**src/pkg/mrc_consts.svh**
```systemverilog
// reset control constants: offsets, fields, reset values, timing counts
// assumes a 20 MHz system clock and a 32-bit apb register bus
`ifndef MRC_CONSTS_SVH
`define MRC_CONSTS_SVH

// ----------------------------------------------------------------
// register offsets (byte addresses)
// ----------------------------------------------------------------
`define MRC_OFF_CAUSE 12'h000
`define MRC_OFF_WDOG_CTRL 12'h004
`define MRC_OFF_STATUS 12'h008
`define MRC_OFF_CORE 12'h00C

// ----------------------------------------------------------------
// fields
// ----------------------------------------------------------------
`define MRC_CAUSE_WDCTRL_BIT 0
`define MRC_CAUSE_BROWNOUT_BIT 2
`define MRC_STATUS_PDF_BIT 0
`define MRC_STATUS_TO_BIT 1
`define MRC_STATUS_MODE_LSB 4
`define MRC_WDOG_EN_LSB 3
`define MRC_WDOG_EN_PAT_A 5'h0A
`define MRC_WDOG_EN_PAT_B 5'h15

// ----------------------------------------------------------------
// reset values
// ----------------------------------------------------------------
`define MRC_WDOG_CTRL_RST 8'h53
`define MRC_PORT_RST 8'hFF
`define MRC_PC_RST 12'h000
`define MRC_SP_RST 3'h0

// ----------------------------------------------------------------
// timing
// ----------------------------------------------------------------
`define MRC_CLK_NS 50
`define MRC_POR_DELAY_NS 1000
`define MRC_BROWNOUT_FILTER_NS 120000
`define MRC_SOFT_RESET_DELAY_NS 45000
`define MRC_POR_CYCLES ((`MRC_POR_DELAY_NS + `MRC_CLK_NS - 1) / `MRC_CLK_NS)
`define MRC_BROWNOUT_CYCLES (`MRC_BROWNOUT_FILTER_NS / `MRC_CLK_NS)
`define MRC_SOFT_RESET_CYCLES ((`MRC_SOFT_RESET_DELAY_NS + `MRC_CLK_NS - 1) / `MRC_CLK_NS)

`endif

```
**src/pkg/mrc_pkg.sv**
```systemverilog
// types of the reset control block
// assumes mrc_consts.svh for numeric constants
package mrc_pkg;

   // operating modes reported by the core
   typedef enum logic [1:0] {
      MRC_MODE_FAST  = 2'h0,
      MRC_MODE_SLOW  = 2'h1,
      MRC_MODE_IDLE  = 2'h2,
      MRC_MODE_SLEEP = 2'h3
   } mrc_mode_e;

   // sequencer states, one-hot
   typedef enum logic [3:0] {
      MRC_ST_HOLD   = 4'h1,
      MRC_ST_RUN    = 4'h2,
      MRC_ST_SOFT   = 4'h4,
      MRC_ST_WARM   = 4'h8
   } mrc_state_e;

   typedef logic [7:0] mrc_byte_t;

endpackage

```
**src/core/mrc_filter.sv**
```systemverilog
// persistence filter: output pulses once an input level has held long enough
// assumes input synchronous to clk
`timescale 1ns/1ps
`include "mrc_consts.svh"

module mrc_filter import mrc_pkg::*; #(
   parameter int CYCLES = 2400,
   parameter int CW = 16
) (
   // clock and control
   input wire logic clk,
   input wire logic rst,
   input wire logic ce,
   input wire logic enable,
   // level in, pulse out
   input wire logic level,
   output logic fired
);

   logic [CW-1:0] cnt_r;
   logic [CW-1:0] cnt_nxt;
   logic fired_r;
   logic fired_nxt;

   // a dropped level restarts the count so short dips never add up
   always_comb begin
      cnt_nxt = cnt_r;
      fired_nxt = 1'b0;
      if (!enable || !level) begin
         cnt_nxt = '0;
      end else if (cnt_r == CW'(CYCLES)) begin
         fired_nxt = 1'b1;
         cnt_nxt = '0;
      end else begin
         cnt_nxt = cnt_r + CW'(1);
      end
   end

   always_ff @(posedge clk) begin
      if (rst) begin
         cnt_r <= '0;
         fired_r <= 1'b0;
      end else if (ce) begin
         cnt_r <= cnt_nxt;
         fired_r <= fired_nxt;
      end
   end

   assign fired = fired_r;

endmodule

```
**src/core/mrc_delay.sv**
```systemverilog
// one-shot delay: start pulse, done pulse after CYCLES cycles
// assumes start synchronous to clk
`timescale 1ns/1ps
`include "mrc_consts.svh"

module mrc_delay import mrc_pkg::*; #(
   parameter int CYCLES = 900,
   parameter int CW = 16
) (
   // clock and control
   input wire logic clk,
   input wire logic rst,
   input wire logic ce,
   // trigger
   input wire logic start,
   output logic busy,
   output logic done
);

   logic [CW-1:0] cnt_r;
   logic [CW-1:0] cnt_nxt;
   logic run_r;
   logic run_nxt;
   logic done_r;
   logic done_nxt;

   always_comb begin
      cnt_nxt = cnt_r;
      run_nxt = run_r;
      done_nxt = 1'b0;
      if (run_r) begin
         if (cnt_r == CW'(CYCLES - 1)) begin
            run_nxt = 1'b0;
            done_nxt = 1'b1;
         end else begin
            cnt_nxt = cnt_r + CW'(1);
         end
      end else if (start) begin
         run_nxt = 1'b1;
         cnt_nxt = '0;
      end
   end

   always_ff @(posedge clk) begin
      if (rst) begin
         cnt_r <= '0;
         run_r <= 1'b0;
         done_r <= 1'b0;
      end else if (ce) begin
         cnt_r <= cnt_nxt;
         run_r <= run_nxt;
         done_r <= done_nxt;
      end
   end

   assign busy = run_r;
   assign done = done_r;

endmodule

```
**src/core/mrc_reset_ctrl.sv**
```systemverilog
// reset control: combines power-on, brownout and watchdog resets
// assumes core status inputs synchronous to clk; rst is the power-on event
//
// Behaviour
// RULE_01: after power-on, hold internal reset for a short delay, then release
// RULE_02: power-on reset loads program counter with zero
// RULE_03: power-on reset sets port data and direction to all ones
// RULE_04: brownout detector active in fast and slow modes
// RULE_05: brownout detector off automatically in sleep and idle
// RULE_06: low supply resets only if longer than filter time
// RULE_07: valid brownout sets cause bit 2 and resets the device
// RULE_08: brownout flag set only by brownout, cleared only by software; a software write of 1 also sets it here
// RULE_09: watchdog-control flag bit 0 set by soft reset, software clears, zero at power-on
// RULE_10: cause bits 7..3 and bit 1 read zero
// RULE_11: normal-mode watchdog expiry: full reset, expiry flag set, power-down unchanged
// RULE_12: low-power expiry: clear pc and sp only, set both flags
// RULE_13: power-on clears both flags; brownout leaves them unchanged
// RULE_14: after reset every interrupt source disabled
// RULE_15: after reset clear watchdog and time-bases, watchdog restarts
// RULE_16: after reset all timer modules off
// RULE_17: after reset stack pointer indicates top of stack
// RULE_18: bad watchdog enable pattern resets after soft delay, sets flag
// RULE_19: all sources form one reset released synchronously to clk
// RULE_20: cause flags kept outside the reset they record
//
// Added by the designer: the address map and the APB register port.
`timescale 1ns/1ps
`include "mrc_consts.svh"

module mrc_reset_ctrl import mrc_pkg::*; #(
   parameter int POR_CYCLES = `MRC_POR_CYCLES,
   parameter int BROWNOUT_CYCLES = `MRC_BROWNOUT_CYCLES,
   parameter int SOFT_CYCLES = `MRC_SOFT_RESET_CYCLES
) (
   // clock, reset, enable
   input wire logic clk,
   input wire logic rst,
   input wire logic ce,
   // apb slave
   input wire logic psel,
   input wire logic penable,
   input wire logic pwrite,
   input wire logic [11:0] paddr,
   input wire logic [31:0] pwdata,
   output logic [31:0] prdata,
   output logic pready,
   output logic pslverr,
   // core and supply status
   input wire logic [1:0] op_mode,
   input wire logic low_supply,
   input wire logic wdog_timeout,
   input wire logic wdog_clear,
   input wire logic halt_entry,
   // reset outputs to the core
   output logic core_reset,
   output logic warm_reset,
   output logic [7:0] port_data_init,
   output logic [7:0] port_dir_init,
   output logic [11:0] pc_init,
   output logic [2:0] sp_init,
   output logic irq_disable,
   output logic timers_off,
   output logic wdog_count_clear
);

   // ----------------------------------------------------------------
   // decode
   // ----------------------------------------------------------------
   function automatic logic en_pattern_ok(input logic [4:0] en);
      return (en == `MRC_WDOG_EN_PAT_A) || (en == `MRC_WDOG_EN_PAT_B);
   endfunction

   function automatic logic low_power(input logic [1:0] m);
      return (m == MRC_MODE_IDLE) || (m == MRC_MODE_SLEEP);
   endfunction

   // ----------------------------------------------------------------
   // state
   // ----------------------------------------------------------------
   mrc_state_e st_r, st_nxt;
   logic [15:0] hold_r, hold_nxt;
   mrc_byte_t wdctl_r, wdctl_nxt;
   // flags below are never cleared by core_reset; rst clears all but the brownout flag [RULE_20]
   logic brown_flag_r, brown_flag_nxt;
   logic wdc_flag_r, wdc_flag_nxt;
   logic to_flag_r, to_flag_nxt;
   logic pdf_flag_r, pdf_flag_nxt;
   logic soft_start;
   logic soft_busy;
   logic soft_done;
   logic brown_fire;
   logic brown_en;
   logic wr_en;
   logic rd_en;
   logic addr_ok;

   assign wr_en = psel && penable && pwrite;
   assign rd_en = psel && penable && !pwrite;
   assign addr_ok = (paddr == `MRC_OFF_CAUSE) || (paddr == `MRC_OFF_WDOG_CTRL) ||
                    (paddr == `MRC_OFF_STATUS) || (paddr == `MRC_OFF_CORE);

   assign brown_en = !low_power(op_mode);  // [RULE_04] [RULE_05]

   mrc_filter #(
      .CYCLES(BROWNOUT_CYCLES),
      .CW(16)
   ) i_mrc_filter (
      .clk(clk),
      .rst(rst),
      .ce(ce),
      .enable(brown_en),
      .level(low_supply),
      .fired(brown_fire)
   );  // [RULE_06]

   mrc_delay #(
      .CYCLES(SOFT_CYCLES),
      .CW(16)
   ) i_mrc_delay (
      .clk(clk),
      .rst(rst),
      .ce(ce),
      .start(soft_start),
      .busy(soft_busy),
      .done(soft_done)
   );

   // ----------------------------------------------------------------
   // sequencer
   // ----------------------------------------------------------------
   // only the run state launches a soft reset so a delay never restarts itself;
   // a higher-priority source in the same cycle wins, else a stray flag would follow
   assign soft_start = (st_r == MRC_ST_RUN) && !soft_busy && !brown_fire && !wdog_timeout &&
                       !en_pattern_ok(wdctl_r[7:3]);  // [RULE_18]

   always_comb begin
      st_nxt = st_r;
      hold_nxt = hold_r;
      case (st_r)
         MRC_ST_HOLD: begin
            if (hold_r == 16'(POR_CYCLES - 1)) begin
               st_nxt = MRC_ST_RUN;  // [RULE_01] [RULE_19]
            end else begin
               hold_nxt = hold_r + 16'h0001;
            end
         end
         MRC_ST_RUN: begin
            if (brown_fire) begin
               st_nxt = MRC_ST_HOLD;
               hold_nxt = '0;
            end else if (wdog_timeout && low_power(op_mode)) begin
               st_nxt = MRC_ST_WARM;  // [RULE_12]
            end else if (wdog_timeout) begin
               st_nxt = MRC_ST_HOLD;  // [RULE_11]
               hold_nxt = '0;
            end else if (soft_start) begin
               st_nxt = MRC_ST_SOFT;
            end
         end
         MRC_ST_SOFT: begin
            if (soft_done) begin
               st_nxt = MRC_ST_HOLD;  // [RULE_18]
               hold_nxt = '0;
            end
         end
         MRC_ST_WARM: begin
            st_nxt = MRC_ST_RUN;
         end
         default: begin
            st_nxt = MRC_ST_HOLD;
            hold_nxt = '0;
         end
      endcase
   end

   // ----------------------------------------------------------------
   // registers and flags
   // ----------------------------------------------------------------
   always_comb begin
      wdctl_nxt = wdctl_r;
      brown_flag_nxt = brown_flag_r;
      wdc_flag_nxt = wdc_flag_r;
      to_flag_nxt = to_flag_r;
      pdf_flag_nxt = pdf_flag_r;
      if (wr_en && paddr == `MRC_OFF_WDOG_CTRL) begin
         wdctl_nxt = pwdata[7:0];
      end
      if (wr_en && paddr == `MRC_OFF_CAUSE) begin
         brown_flag_nxt = pwdata[`MRC_CAUSE_BROWNOUT_BIT];
         wdc_flag_nxt = pwdata[`MRC_CAUSE_WDCTRL_BIT];
      end
      if (wdog_clear) begin
         pdf_flag_nxt = 1'b0;
         to_flag_nxt = 1'b0;
      end
      if (halt_entry) begin
         pdf_flag_nxt = 1'b1;
      end
      // hardware sets win over a software clear in the same cycle
      if (st_r == MRC_ST_RUN && brown_fire) begin
         brown_flag_nxt = 1'b1;  // [RULE_07] [RULE_08] [RULE_13]
      end
      if (soft_done) begin
         wdc_flag_nxt = 1'b1;  // [RULE_09] [RULE_18]
      end
      if (st_r == MRC_ST_RUN && !brown_fire && wdog_timeout) begin
         to_flag_nxt = 1'b1;  // [RULE_11] [RULE_12]
         if (low_power(op_mode)) begin
            pdf_flag_nxt = 1'b1;  // [RULE_12]
         end
      end
      // full resets restore the control register default
      if (st_r == MRC_ST_HOLD) begin
         wdctl_nxt = `MRC_WDOG_CTRL_RST;
      end
   end

   always_ff @(posedge clk) begin
      if (rst) begin
         st_r <= MRC_ST_HOLD;
         hold_r <= '0;
         wdctl_r <= `MRC_WDOG_CTRL_RST;
         wdc_flag_r <= 1'b0;  // [RULE_09]
         to_flag_r <= 1'b0;  // [RULE_13]
         pdf_flag_r <= 1'b0;  // [RULE_13]
      end else if (ce) begin
         st_r <= st_nxt;
         hold_r <= hold_nxt;
         wdctl_r <= wdctl_nxt;
         wdc_flag_r <= wdc_flag_nxt;
         to_flag_r <= to_flag_nxt;
         pdf_flag_r <= pdf_flag_nxt;
      end
   end

   // power-on value of the brownout flag is undefined; no reset term
   always_ff @(posedge clk) begin
      if (ce) begin
         brown_flag_r <= brown_flag_nxt;  // [RULE_08]
      end
   end

   // ----------------------------------------------------------------
   // outputs
   // ----------------------------------------------------------------
   always_comb begin
      prdata = 32'h00000000;
      if (rd_en) begin
         case (paddr)
            `MRC_OFF_CAUSE: begin
               prdata[`MRC_CAUSE_BROWNOUT_BIT] = brown_flag_r;  // [RULE_10]
               prdata[`MRC_CAUSE_WDCTRL_BIT] = wdc_flag_r;
            end
            `MRC_OFF_WDOG_CTRL: prdata[7:0] = wdctl_r;
            `MRC_OFF_STATUS: begin
               prdata[`MRC_STATUS_PDF_BIT] = pdf_flag_r;
               prdata[`MRC_STATUS_TO_BIT] = to_flag_r;
               prdata[`MRC_STATUS_MODE_LSB +: 4] = st_r;
            end
            `MRC_OFF_CORE: prdata[0] = core_reset;
            default: prdata = 32'h00000000;
         endcase
      end
   end

   assign pready = 1'b1;
   assign pslverr = psel && penable && !addr_ok;

   // one synchronous reset for the whole core [RULE_19]
   assign core_reset = (st_r == MRC_ST_HOLD);
   assign warm_reset = (st_r == MRC_ST_WARM);  // [RULE_12]
   assign port_data_init = `MRC_PORT_RST;  // [RULE_03]
   assign port_dir_init = `MRC_PORT_RST;  // [RULE_03]
   assign pc_init = `MRC_PC_RST;  // [RULE_02]
   assign sp_init = `MRC_SP_RST;  // [RULE_17]
   assign irq_disable = core_reset;  // [RULE_14]
   assign timers_off = core_reset;  // [RULE_16]
   assign wdog_count_clear = core_reset || warm_reset;  // [RULE_15]
endmodule

```
**config.mk**
```make
export PLATFORM = sky130hd
export DESIGN_NAME = mrc_reset_ctrl
export DESIGN_NICKNAME = d
export VERILOG_FILES = /design/src/pkg/mrc_pkg.sv /design/src/core/mrc_filter.sv /design/src/core/mrc_delay.sv /design/src/core/mrc_reset_ctrl.sv
export VERILOG_INCLUDE_DIRS = /design/src /design/src/pkg
export SDC_FILE = /design/constraint.sdc
export NUM_CORES = 1
export LEC_CHECK = 0
export ABC_AREA = 1
export BUFFER_PORTS_ARGS = -buffer_cell sky130_fd_sc_hd__buf_2
export CAP_MARGIN = 20
export CORE_MARGIN = 2
export CORE_UTILIZATION = 35
export DETAILED_ROUTE_END_ITERATION = 7
export HOLD_SLACK_MARGIN = 0.08
export SYNTH_ARGS = -nofsm -noshare
export SYNTH_HDL_FRONTEND = slang
export SYNTH_SLANG_ARGS = --single-unit
```
**constraint.sdc**
```tcl
create_clock -name clk -period 1.65 [get_ports clk]
set_clock_uncertainty 0.1 [all_clocks]
set_input_delay 0 -clock clk [delete_from_list [all_inputs] [get_ports clk]]
set_output_delay 0 -clock clk [all_outputs]
set_load 0.03 [all_outputs]
```
==> impl_metrics.yaml, run 1 <==
critical_path:
  crit_path_end_kind: "output pin"
  worstPathArrival_ns: 1.53
  r2r_end: "i_mrc_delay.cnt_r[15]$_SDFFE_PP0P_"
  crit_required_ns: 1.55
  r2r_cells: 11
  r2r_setup_slack_ns: 0.02
  critPathKind: "reg2out"
  crit_fanout: 5
  timing.rr.start: "i_mrc_delay.cnt_r[0]$_SDFFE_PP0P_"
  cp-start-kind: "flop"
power_and_ir_drop:
  peakVddDrop_mv: 0.461
  power_frac_seq_pct: 39.7
  p_comb_share_pct: 19.9
  power.total_mw: 4.26
  p_clk_share_pct: 40.5
  power.leakage_nw: 2.54
  power.density_mw_per_mm2: 701
  switching_share_pct: 29.8
  p_switching_mw: 1.27
  p_int_mw: 2.99
sta:
  setup_viol: 0
  maxSlewViolCount: 0
  fin_crit_ns: 1.63
  hold_viol: 0
  hold_slack_ns: 0.147
  timing.final.crit_share_pct: 98.8
  rsz0062_at_grt: "true"
  fmax_mhz: 613
clock_tree:
  cts_tree: "yes"
  clockBufferDepth: 2
  cts.sinks: 67
  htreeDepth: 3
  clock_latency_ns: 0.34
  cts_buffers: 9
  path_clk_slew_ns: 0.05
  cts-root-buf: "clkbuf_16"
floorplanning:
  core-area_mm2: 0.0131
  die_area_mm2: 0.0143
  start_util_pct: 35.6
  std_cell_rows: 42
  dieWidth_um: 120
  die_h_um: 120
  ios: 126
routing:
  finalWirelength_um: 12200
  wl_met3_um: 650
  drt_iter0_drc: 322
  viasPerCell: 4.63
  wire_per_inst_um: 11.6
  ant_nets: 0
  top_layer: "met4"
  post-route-drc-count: 0
  wl_met1_um: 6060
  first_pass_iters: 4
  dr_total_vias: 4873
  met2_length_um: 5260
yosys:
  ys.warnings.count: 0
  avgSynthCellArea_um2: 6.20
  synth_top_cell_area_share_pct: 28.3
  syn_area_mm2: 0.00467
  synth_area_leaders: "dfxtp_1, nand2_1, nor2_1"
  yosys.area.top_type: "dfxtp_1"
  syn_inst: 754
  synth.distinct_cells: 39
  ys_seq_elements: 67
  seq_area_frac_synth_pct: 28.9
placement:
  placed_cells: 1001
  hpwlAfterDp_um: 8700
  gp_congestion: 0.838
  io_buffer_count: 44
global_routing:
  grt_antenna_before_repair: 0
  grt_pass1_vias: 4108
  grt_pass1_wl_um: 19400
  grt_usage_pct: 16.7
  grt_max_degree: 36
  gr-total-overflow: 0
min_path:
  min_to: "i_mrc_filter.cnt_r[1]$_SDFFE_PP0P_"
  holdCritPathClass: "in2reg"
  worstHoldStart: "low_supply"
  whs_path_depth: 7
layout:
  final_cells: 1052
  n_antenna_cell: 0
  final_layout_size_suffix_gt1_share_pct: 22.8
  final_nets: 932
  layout_commonest_cell: "nand2_1"
  final_cell_mix: "nand2_1, nor2_1, inv_1"
  post-route-util_pct: 46.2
  areaGrowthSynthToFinish_pct: 30.0
  fill_cells: 1389
  multi_input_area_mm2: 0.00294
  register_area_mm2: 0.00138
run_status:
  status: "completed"
flow_run:
  maxCapViolCount: 0
## synth_stat cells, drive strengths merged
library cell  number
xnor2              1
ha                 4
clkinv             2
a21oi             48
a31o               1
inv               77
o21a               1
nand3             71
dfxtp             66
edfxtp             1
nand2            186
nor4               1
nor2             141
nand4             23
o22ai              4
buf               67
conb               2
o21ai             13
clkbuf             8
o211ai             4
nor3b              3
and2b              1
o21bai             2
xor2              12
a211oi             1
nor3              13
or2                1
## sequential cells by signal, indices dropped and copies added, names as in the netlist
name                flops
i_mrc_delay.cnt_r      16
i_mrc_filter.fired      1
pdf_flag_r              1
st_r                    4
to_flag_r               1
brown_flag_r            1
hold_r                 16
i_mrc_filter.cnt_r     16
i_mrc_delay.busy        1
wdc_flag_r              1
wdctl_r                 8
i_mrc_delay.done        1
## power by group through the flow
stage | clock, mW | combinational [mW] | sequential [mW]
after floorplan | 0 | 0.597 | 1.72
after global placement | 0 | 0.696 | 1.72
after detailed placement | 0 | 0.696 | 1.72
after CTS | 1.78 | 0.747 | 1.69
after global routing | 1.83 | 0.916 | 1.69
final | 1.72 | 0.846 | 1.69
## routing by layer
metal | vias up | global-route usage (%)
li1 | 2540 | -
met1 | 2175 | 23.4
met2 | 144 | 25.6
met3 | 14 | 2.71
met4 | 0 | 6.62
met5 | - | 0
## worst max-delay path by stage
stage	to	from	slack, ns	cells past startpoint
final	prdata[0]	st_r[3]$_SDFFE_PP0P_	0.02	7
after global routing	i_mrc_delay.cnt_r[13]$_SDFFE_PP0P_	i_mrc_delay.cnt_r[0]$_SDFFE_PP0P_	-0.07	11
after CTS	prdata[0]	st_r[2]$_SDFFE_PP0P_	-0.01	7
after detailed placement	i_mrc_delay.cnt_r[15]$_SDFFE_PP0P_	i_mrc_delay.cnt_r[0]$_SDFFE_PP0P_	-0.05	11
after global placement	i_mrc_filter.cnt_r[10]$_SDFFE_PP0P_	i_mrc_filter.cnt_r[0]$_SDFFE_PP0P_	-0.03	9
after floorplan	i_mrc_delay.cnt_r[14]$_SDFFE_PP0P_	i_mrc_delay.cnt_r[0]$_SDFFE_PP0P_	0.008	10
## through the flow
stage	TNS, ns	cell area (um2)	setup slack [ns]
floorplan	0	4870	0.00799
global placement	-0.0495	5190	-0.0252
detailed placement	-0.272	5190	-0.0463
CTS	-0.0123	5670	-0.0112
global route	-0.482	6070	-0.0698
finish	0	6070	0.0196
## logic make-up after synthesis
group	synth area share [%]
and+or+nand+nor	41.1
buffers and inverters	17.6
AOI/OAI and AO/OA	8.62
DFF	28.9
xor gates and xnor gates	2.44
adders and majority gates	1.07
other	0.161
## worst max-delay path, stage by stage (launching register included)
cell and delay [ns]:
dfxtp_4 0.36, nor2_4 0.14, nand3_4 0.12, buf_6 0.14
o22ai_2 0.08, nor2_1 0.08, nor2_1 0.10, buf_4 0.16
## area by class of cell
class / instances / area share, %
well taps: 176 / 3.63
repair buffers: 126 / 15.9
inverters: 79 / 5.13
flip-flops and latches: 67 / 22.6
clock inverters: 3 / 0.247
multi-input cells: 589 / 48.4
clock buffers: 12 / 4.06
## repair_timing
| item | in CTS | in global routing |
|---|---|---|
| resized for setup | 15 | 69 |
| gates cloned | 0 | 2 |
| endpoints found under the hold margin | 20 | 0 |
| buffers inserted | 3 | 16 |
| hold buffers | 15 | 0 |
| pin swaps | 5 | 29 |
| setup endpoints to repair | 17 | 51 |
No activity file was read; power rests on OpenSTA's default activity.
==> run 2, diff against run 1 <==
- BUFFER_PORTS_ARGS: -buffer_cell sky130_fd_sc_hd__buf_2 -> -buffer_cell sky130_fd_sc_hd__buf_4
- CORE_MARGIN: 2 -> 8
==> run 2 against run 1 <==
Effect of this change: cell area grew 0.91%; wire length grew 10%; final cell count shrank 0.29%; non-clock buffer count shrank 3; clock power grew 6%; global-route usage shrank 2.0 points; register-to-register slack is essentially flat; die area grew 21%; critical path depth is the same; sequential share of layout area shrank 0.10 points; setup slack lost 0.018 ns; critical endpoint unchanged.
==> impl_metrics.yaml, run 2 (synthesis gave the netlist of run 1 again) <==
placement:
  place_ws_ns: 0.0262
  io_buffer_count: 44
  post_dp_cell_area_mm2: 0.00534
  gp_congestion: 0.847
  hpwlAfterDp_um: 9560
  placed_cells: 1006
routing:
  first_pass_iters: 5
  ant_nets: 0
  viasPerCell: 4.67
  dr_total_vias: 4899
  finalWirelength_um: 13400
  post-route-drc-count: 0
  wire_per_inst_um: 12.8
  drt_iter0_drc: 336
power_and_ir_drop:
  peakVddDrop_mv: 0.488
  power.total_mw: 4.35
  power.density_mw_per_mm2: 709
  power.leakage_nw: 2.59
critical_path:
  cp-start-kind: "flop"
  cp_slowest_stage_delay_ns: 0.37
  timing.rr.start: "st_r[3]$_SDFFE_PP0P_"
  crit_buf_inv: 2
  cp_common_cell: "nor2_1"
  critPathKind: "reg2out"
  crit_path_end_kind: "output pin"
  cpLargestDelayFamily: "simple AND/OR/NAND/NOR gates"
  r2r_end: "i_mrc_delay.cnt_r[1]$_SDFFE_PP0P_"
  setup.worst_path.start: "st_r[3]$_SDFFE_PP0P_"
  crit_fanout: 4
  path_cells: "nor2_4 -> nand3_4 -> buf_6 -> o22ai_2 -> nor2_1 -> nor2_1 -> buf_4"
  worstPathArrival_ns: 1.55
  cpMaxStageDelayCell: "dfxtp_4"
  crit_required_ns: 1.55
  r2r_cells: 10
  r2r_setup_slack_ns: 0.01
floorplanning:
  std_cell_rows: 42
  die_area_mm2: 0.0173
  ios: 126
  die_h_um: 132
  start_util_pct: 35.6
  dieWidth_um: 132
  core-area_mm2: 0.0131
flow_run:
  maxCapViolCount: 0
layout:
  areaGrowthSynthToFinish_pct: 31.1
  final_cell_mix: "nand2_1, nor2_1, buf_4"
  final_area_mm2: 0.00613
  reg_top3: "hold_r (16), i_mrc_delay.cnt_r (16), i_mrc_filter.cnt_r (16)"
  n_antenna_cell: 0
  layout_commonest_cell: "nand2_1"
  final_layout_size_suffix_gt1_share_pct: 22.9
  final_nets: 929
  final_cells: 1049
  fill_cells: 1385
clock_tree:
  cts-root-buf: "clkbuf_16"
  cts_buffers: 9
  clock_latency_ns: 0.33
  cts.sinks: 67
  clockBufferDepth: 2
  cts_tree: "yes"
  path_clk_slew_ns: 0.06
  htreeDepth: 3
min_path:
  worstHoldStart: "low_supply"
  whs_path_depth: 7
  min_to: "i_mrc_filter.cnt_r[1]$_SDFFE_PP0P_"
  holdCritPathClass: "in2reg"
sta:
  hold_viol: 0
  fmax_mhz: 606
  fin_crit_ns: 1.65
  setup_slack_ns: 0.00113
  hold_slack_ns: 0.0960
  setup_viol: 0
  rsz0062_at_grt: "true"
  maxSlewViolCount: 0
  timing.final.crit_share_pct: 99.9
global_routing:
  grt_use_met3_pct: 3.24
  gr-total-overflow: 0
  grt_usage_pct: 14.7
  grt.busiest_layer: "met2"
  grt_pass1_vias: 4441
  use_met2_pct: 22.0
  grt_antenna_before_repair: 0
  met1_usage_pct: 20.4
  grt_max_degree: 36
  grt_pass1_wl_um: 21800
run_status:
  status: "completed"
[run 2: per-layer routing]
metal  routed length (um)  vias to the layer above
met2                 5800                      134
li1                     -                     2537
met4                  172                        0
met3                  748                       13
met5                    0                        -
met1                 6660                     2215
[run 2: area by class of cell]
| class | instances | area [um2] | share of cell area [%] |
|---|---|---|---|
| Clock buffer | 13 | 270 | 4.41 |
| Clock inverter | 2 | 10.0 | 0.163 |
| Inverter | 79 | 304 | 4.96 |
| Multi-Input combinational cell | 589 | 2890 | 47.2 |
| Sequential cell | 67 | 1380 | 22.5 |
| Tap cell | 176 | 220 | 3.59 |
| Timing Repair Buffer | 123 | 1050 | 17.1 |
[run 2: worst register-to-register path, delay by kind of cell, from the launching register on]
kind,cells,cell delay [ns]
compound gates,1,0.10
buf+inv,3,0.41
flops,1,0.37
simple gates,6,0.56
[run 2: timing repair]
item | CTS | global route
resized for setup | 9 | 60
pin swaps | 1 | 18
endpoints found under the hold margin | 21 | 0
gates cloned | 0 | 3
endpoints found under the setup margin | 3 | 50
hold buffers | 16 | 0
setup buffers | 4 | 5
[run 2: worst max path at each step]
stage          slack [ns]                                  to  cells after the start
2_1_floorplan       0.008  i_mrc_delay.cnt_r[14]$_SDFFE_PP0P_                     10
3_3_place_gp         0.03   i_mrc_delay.cnt_r[1]$_SDFFE_PP0P_                      9
3_5_place_dp         0.03              hold_r[0]$_SDFFE_PP0P_                      8
4_1_cts            0.0003   i_mrc_delay.cnt_r[1]$_SDFFE_PP0P_                     10
5_1_grt             -0.06                           prdata[0]                      7
6_report            0.001                           prdata[0]                      7
[run 2: where the power goes]
group	switching [mW]	internal (mW)
Clock	0.697	1.13
Sequential	0.0312	1.66
Combinational	0.547	0.286
[run 2: metrics by stage]
stage               util (%)  TNS [ns]
finish                  46.6         0
global route            46.6    -0.479
CTS                     44.4         0
detailed placement      40.6         0
global placement        40.6         0
floorplan                  -         0
==> run 3, diff against run 2 <==
- CORE_ASPECT_RATIO: unset -> 0.75
- REMOVE_ABC_BUFFERS: unset -> 1
==> run 3 against run 2 <==
Effect of this change: clock-buffer cell count fell by 1; sequential power barely moved; setup slack improved by 0.069 ns; non-clock buffer count fell by 1; cell area did not move; via count fell by 1.6%; critical path type is now reg2reg; critical endpoint is now i_mrc_filter.cnt_r[10]$_SDFFE_PP0P_; largest power group unchanged; highest routed layer unchanged.
==> impl_metrics.yaml, run 3 (synthesis gave the netlist of run 1 again) <==
run_status:
  status: "completed"
global_routing:
  gr-total-overflow: 0
  grt_max_degree: 36
  grt_pass1_wl_um: 20800
  grt_antenna_before_repair: 0
  grt_pass1_vias: 4137
  grt_usage_pct: 14.8
floorplanning:
  die_area_mm2: 0.0173
  start_util_pct: 35.9
  core-area_mm2: 0.0130
  die_h_um: 116
  ios: 126
  std_cell_rows: 36
  dieWidth_um: 149
critical_path:
  crit_path_end_kind: "flop"
  critPathKind: "reg2reg"
  worstPathArrival_ns: 1.74
  r2r_end: "i_mrc_filter.cnt_r[10]$_SDFFE_PP0P_"
  crit_required_ns: 1.81
  cp-start-kind: "flop"
  crit_fanout: 5
  r2r_cells: 9
  timing.rr.start: "i_mrc_filter.cnt_r[0]$_SDFFE_PP0P_"
  r2r_setup_slack_ns: 0.07
routing:
  viasPerCell: 4.62
  finalWirelength_um: 13300
  ant_nets: 0
  wire_per_inst_um: 12.7
  post-route-drc-count: 0
  dr_total_vias: 4819
  first_pass_iters: 5
  drt_iter0_drc: 339
layout:
  final_cell_mix: "nand2_1, nor2_1, buf_4"
  fill_cells: 1343
  n_antenna_cell: 0
  areaGrowthSynthToFinish_pct: 31.1
  final_nets: 928
  reg_top3: "hold_r (16), i_mrc_delay.cnt_r (16), i_mrc_filter.cnt_r (16)"
  final_layout_size_suffix_gt1_share_pct: 23.4
  layout_commonest_cell: "nand2_1"
power_and_ir_drop:
  p_clk_share_pct: 44.1
  power.leakage_nw: 2.57
  peakVddDrop_mv: 0.557
  p_comb_share_pct: 17.7
  power.total_mw: 4.42
  p_switching_mw: 1.30
  power_frac_seq_pct: 38.2
  switching_share_pct: 29.4
  power.density_mw_per_mm2: 722
  p_int_mw: 3.12
sta:
  rsz0062_at_grt: "true"
  fin_crit_ns: 1.58
  fmax_mhz: 633
  hold_viol: 0
  maxSlewViolCount: 0
  timing.final.crit_share_pct: 95.8
  setup_viol: 0
  hold_slack_ns: 0.0869
clock_tree:
  cts_tree: "yes"
  clock_latency_ns: 0.33
  cts.sinks: 67
  path_clk_slew_ns: 0.06
  cts-root-buf: "clkbuf_16"
  htreeDepth: 3
  clockBufferDepth: 2
  cts_buffers: 9
placement:
  hpwlAfterDp_um: 9450
  io_buffer_count: 44
  gp_congestion: 0.854
min_path:
  worstHoldStart: "paddr[2]"
  whs_path_depth: 4
  min_to: "brown_flag_r$_SDFFCE_PN1P_"
  holdCritPathClass: "in2reg"
flow_run:
  maxCapViolCount: 0
[run 3: changes by cell type in the layout (fill, tap and decap cells not counted), sizes merged]
cell,change
buf,-1
bufinv,+1
clkbuf,-1
clkinvlp,+1
[run 3: power groups by stage]
stage	sequential [mW]	combinational [mW]	clock (mW)
detailed placement	1.72	0.706	0
global placement	1.72	0.707	0
floorplan	1.72	0.452	0
finish	1.69	0.781	1.95
CTS	1.69	0.743	1.99
global route	1.69	0.858	2.08
[run 3: cell type report]
cell class | count | area [um2] | area share [%]
inverters | 79 | 304 | 4.96
flip-flops and latches | 67 | 1380 | 22.5
clock buffers | 12 | 246 | 4.02
repair buffers | 122 | 1000 | 16.4
clock inverters | 4 | 51.3 | 0.837
well taps | 171 | 214 | 3.49
multi-input cells | 589 | 2930 | 47.7
[run 3: timing repair]
item / CTS / global route
resized for setup: 8 / 67
pin swaps: 3 / 19
gates cloned: 0 / 3
buffers inserted: 1 / 6
setup endpoints to repair: 19 / 45
endpoints found under the hold margin: 25 / 0
hold buffers: 16 / 0
[run 3: worst max-delay path, stage by stage (launching register included)]
cell     delay, ns
dfxtp_4       0.36
ha_2          0.19
nand2_1       0.06
nor2_2        0.13
nand2_2       0.10
nor2_4        0.14
nand2_1       0.09
nor2_2        0.13
a21oi_1       0.07
nor3_1        0.15
[run 3: worst max path at each step]
| stage | from | end | slack [ns] | cells past startpoint |
|---|---|---|---|---|
| floorplan | i_mrc_delay.cnt_r[0]$_SDFFE_PP0P_ | i_mrc_delay.cnt_r[14]$_SDFFE_PP0P_ | -0.06 | 9 |
| global placement | hold_r[0]$_SDFFE_PP0P_ | hold_r[9]$_SDFFE_PP0P_ | -0.02 | 8 |
| detailed placement | i_mrc_filter.cnt_r[0]$_SDFFE_PP0P_ | i_mrc_filter.cnt_r[10]$_SDFFE_PP0P_ | -0.04 | 9 |
| CTS | st_r[2]$_SDFFE_PP0P_ | prdata[0] | 0.006 | 6 |
| global route | i_mrc_filter.cnt_r[0]$_SDFFE_PP0P_ | i_mrc_filter.cnt_r[10]$_SDFFE_PP0P_ | -0.1 | 9 |
| finish | i_mrc_filter.cnt_r[0]$_SDFFE_PP0P_ | i_mrc_filter.cnt_r[10]$_SDFFE_PP0P_ | 0.07 | 9 |
[run 3: routing by layer]
layer / track usage, % / routed length [um] / vias up / share of wire [%]
li1: - / - / 2530 / -
met1: 22.4 / 6920 / 2123 / 52
met2: 19.7 / 5150 / 158 / 39
met3: 3.86 / 1110 / 8 / 8.4
met4: 3.82 / 102 / 0 / 0.77
met5: 0 / 0 / - / 0
[run 3: per-stage QoR]
| stage | worst slack [ns] | cells | cell area (um2) | utilization (%) | TNS (ns) |
|---|---|---|---|---|---|
| 3_3_place_gp | -0.0212 | 1002 | 5330 | 40.9 | -0.0695 |
| 2_1_floorplan | -0.0587 | 733 | 4350 | - | -0.318 |
| 4_1_cts | 0.00650 | 1035 | 5820 | 44.7 | 0 |
| 3_5_place_dp | -0.0395 | 1002 | 5330 | 40.9 | -0.168 |
| 6_report | 0.0698 | 1044 | 6130 | 47.1 | 0 |
| 5_1_grt | -0.0978 | 1044 | 6130 | 47.1 | -0.250 |
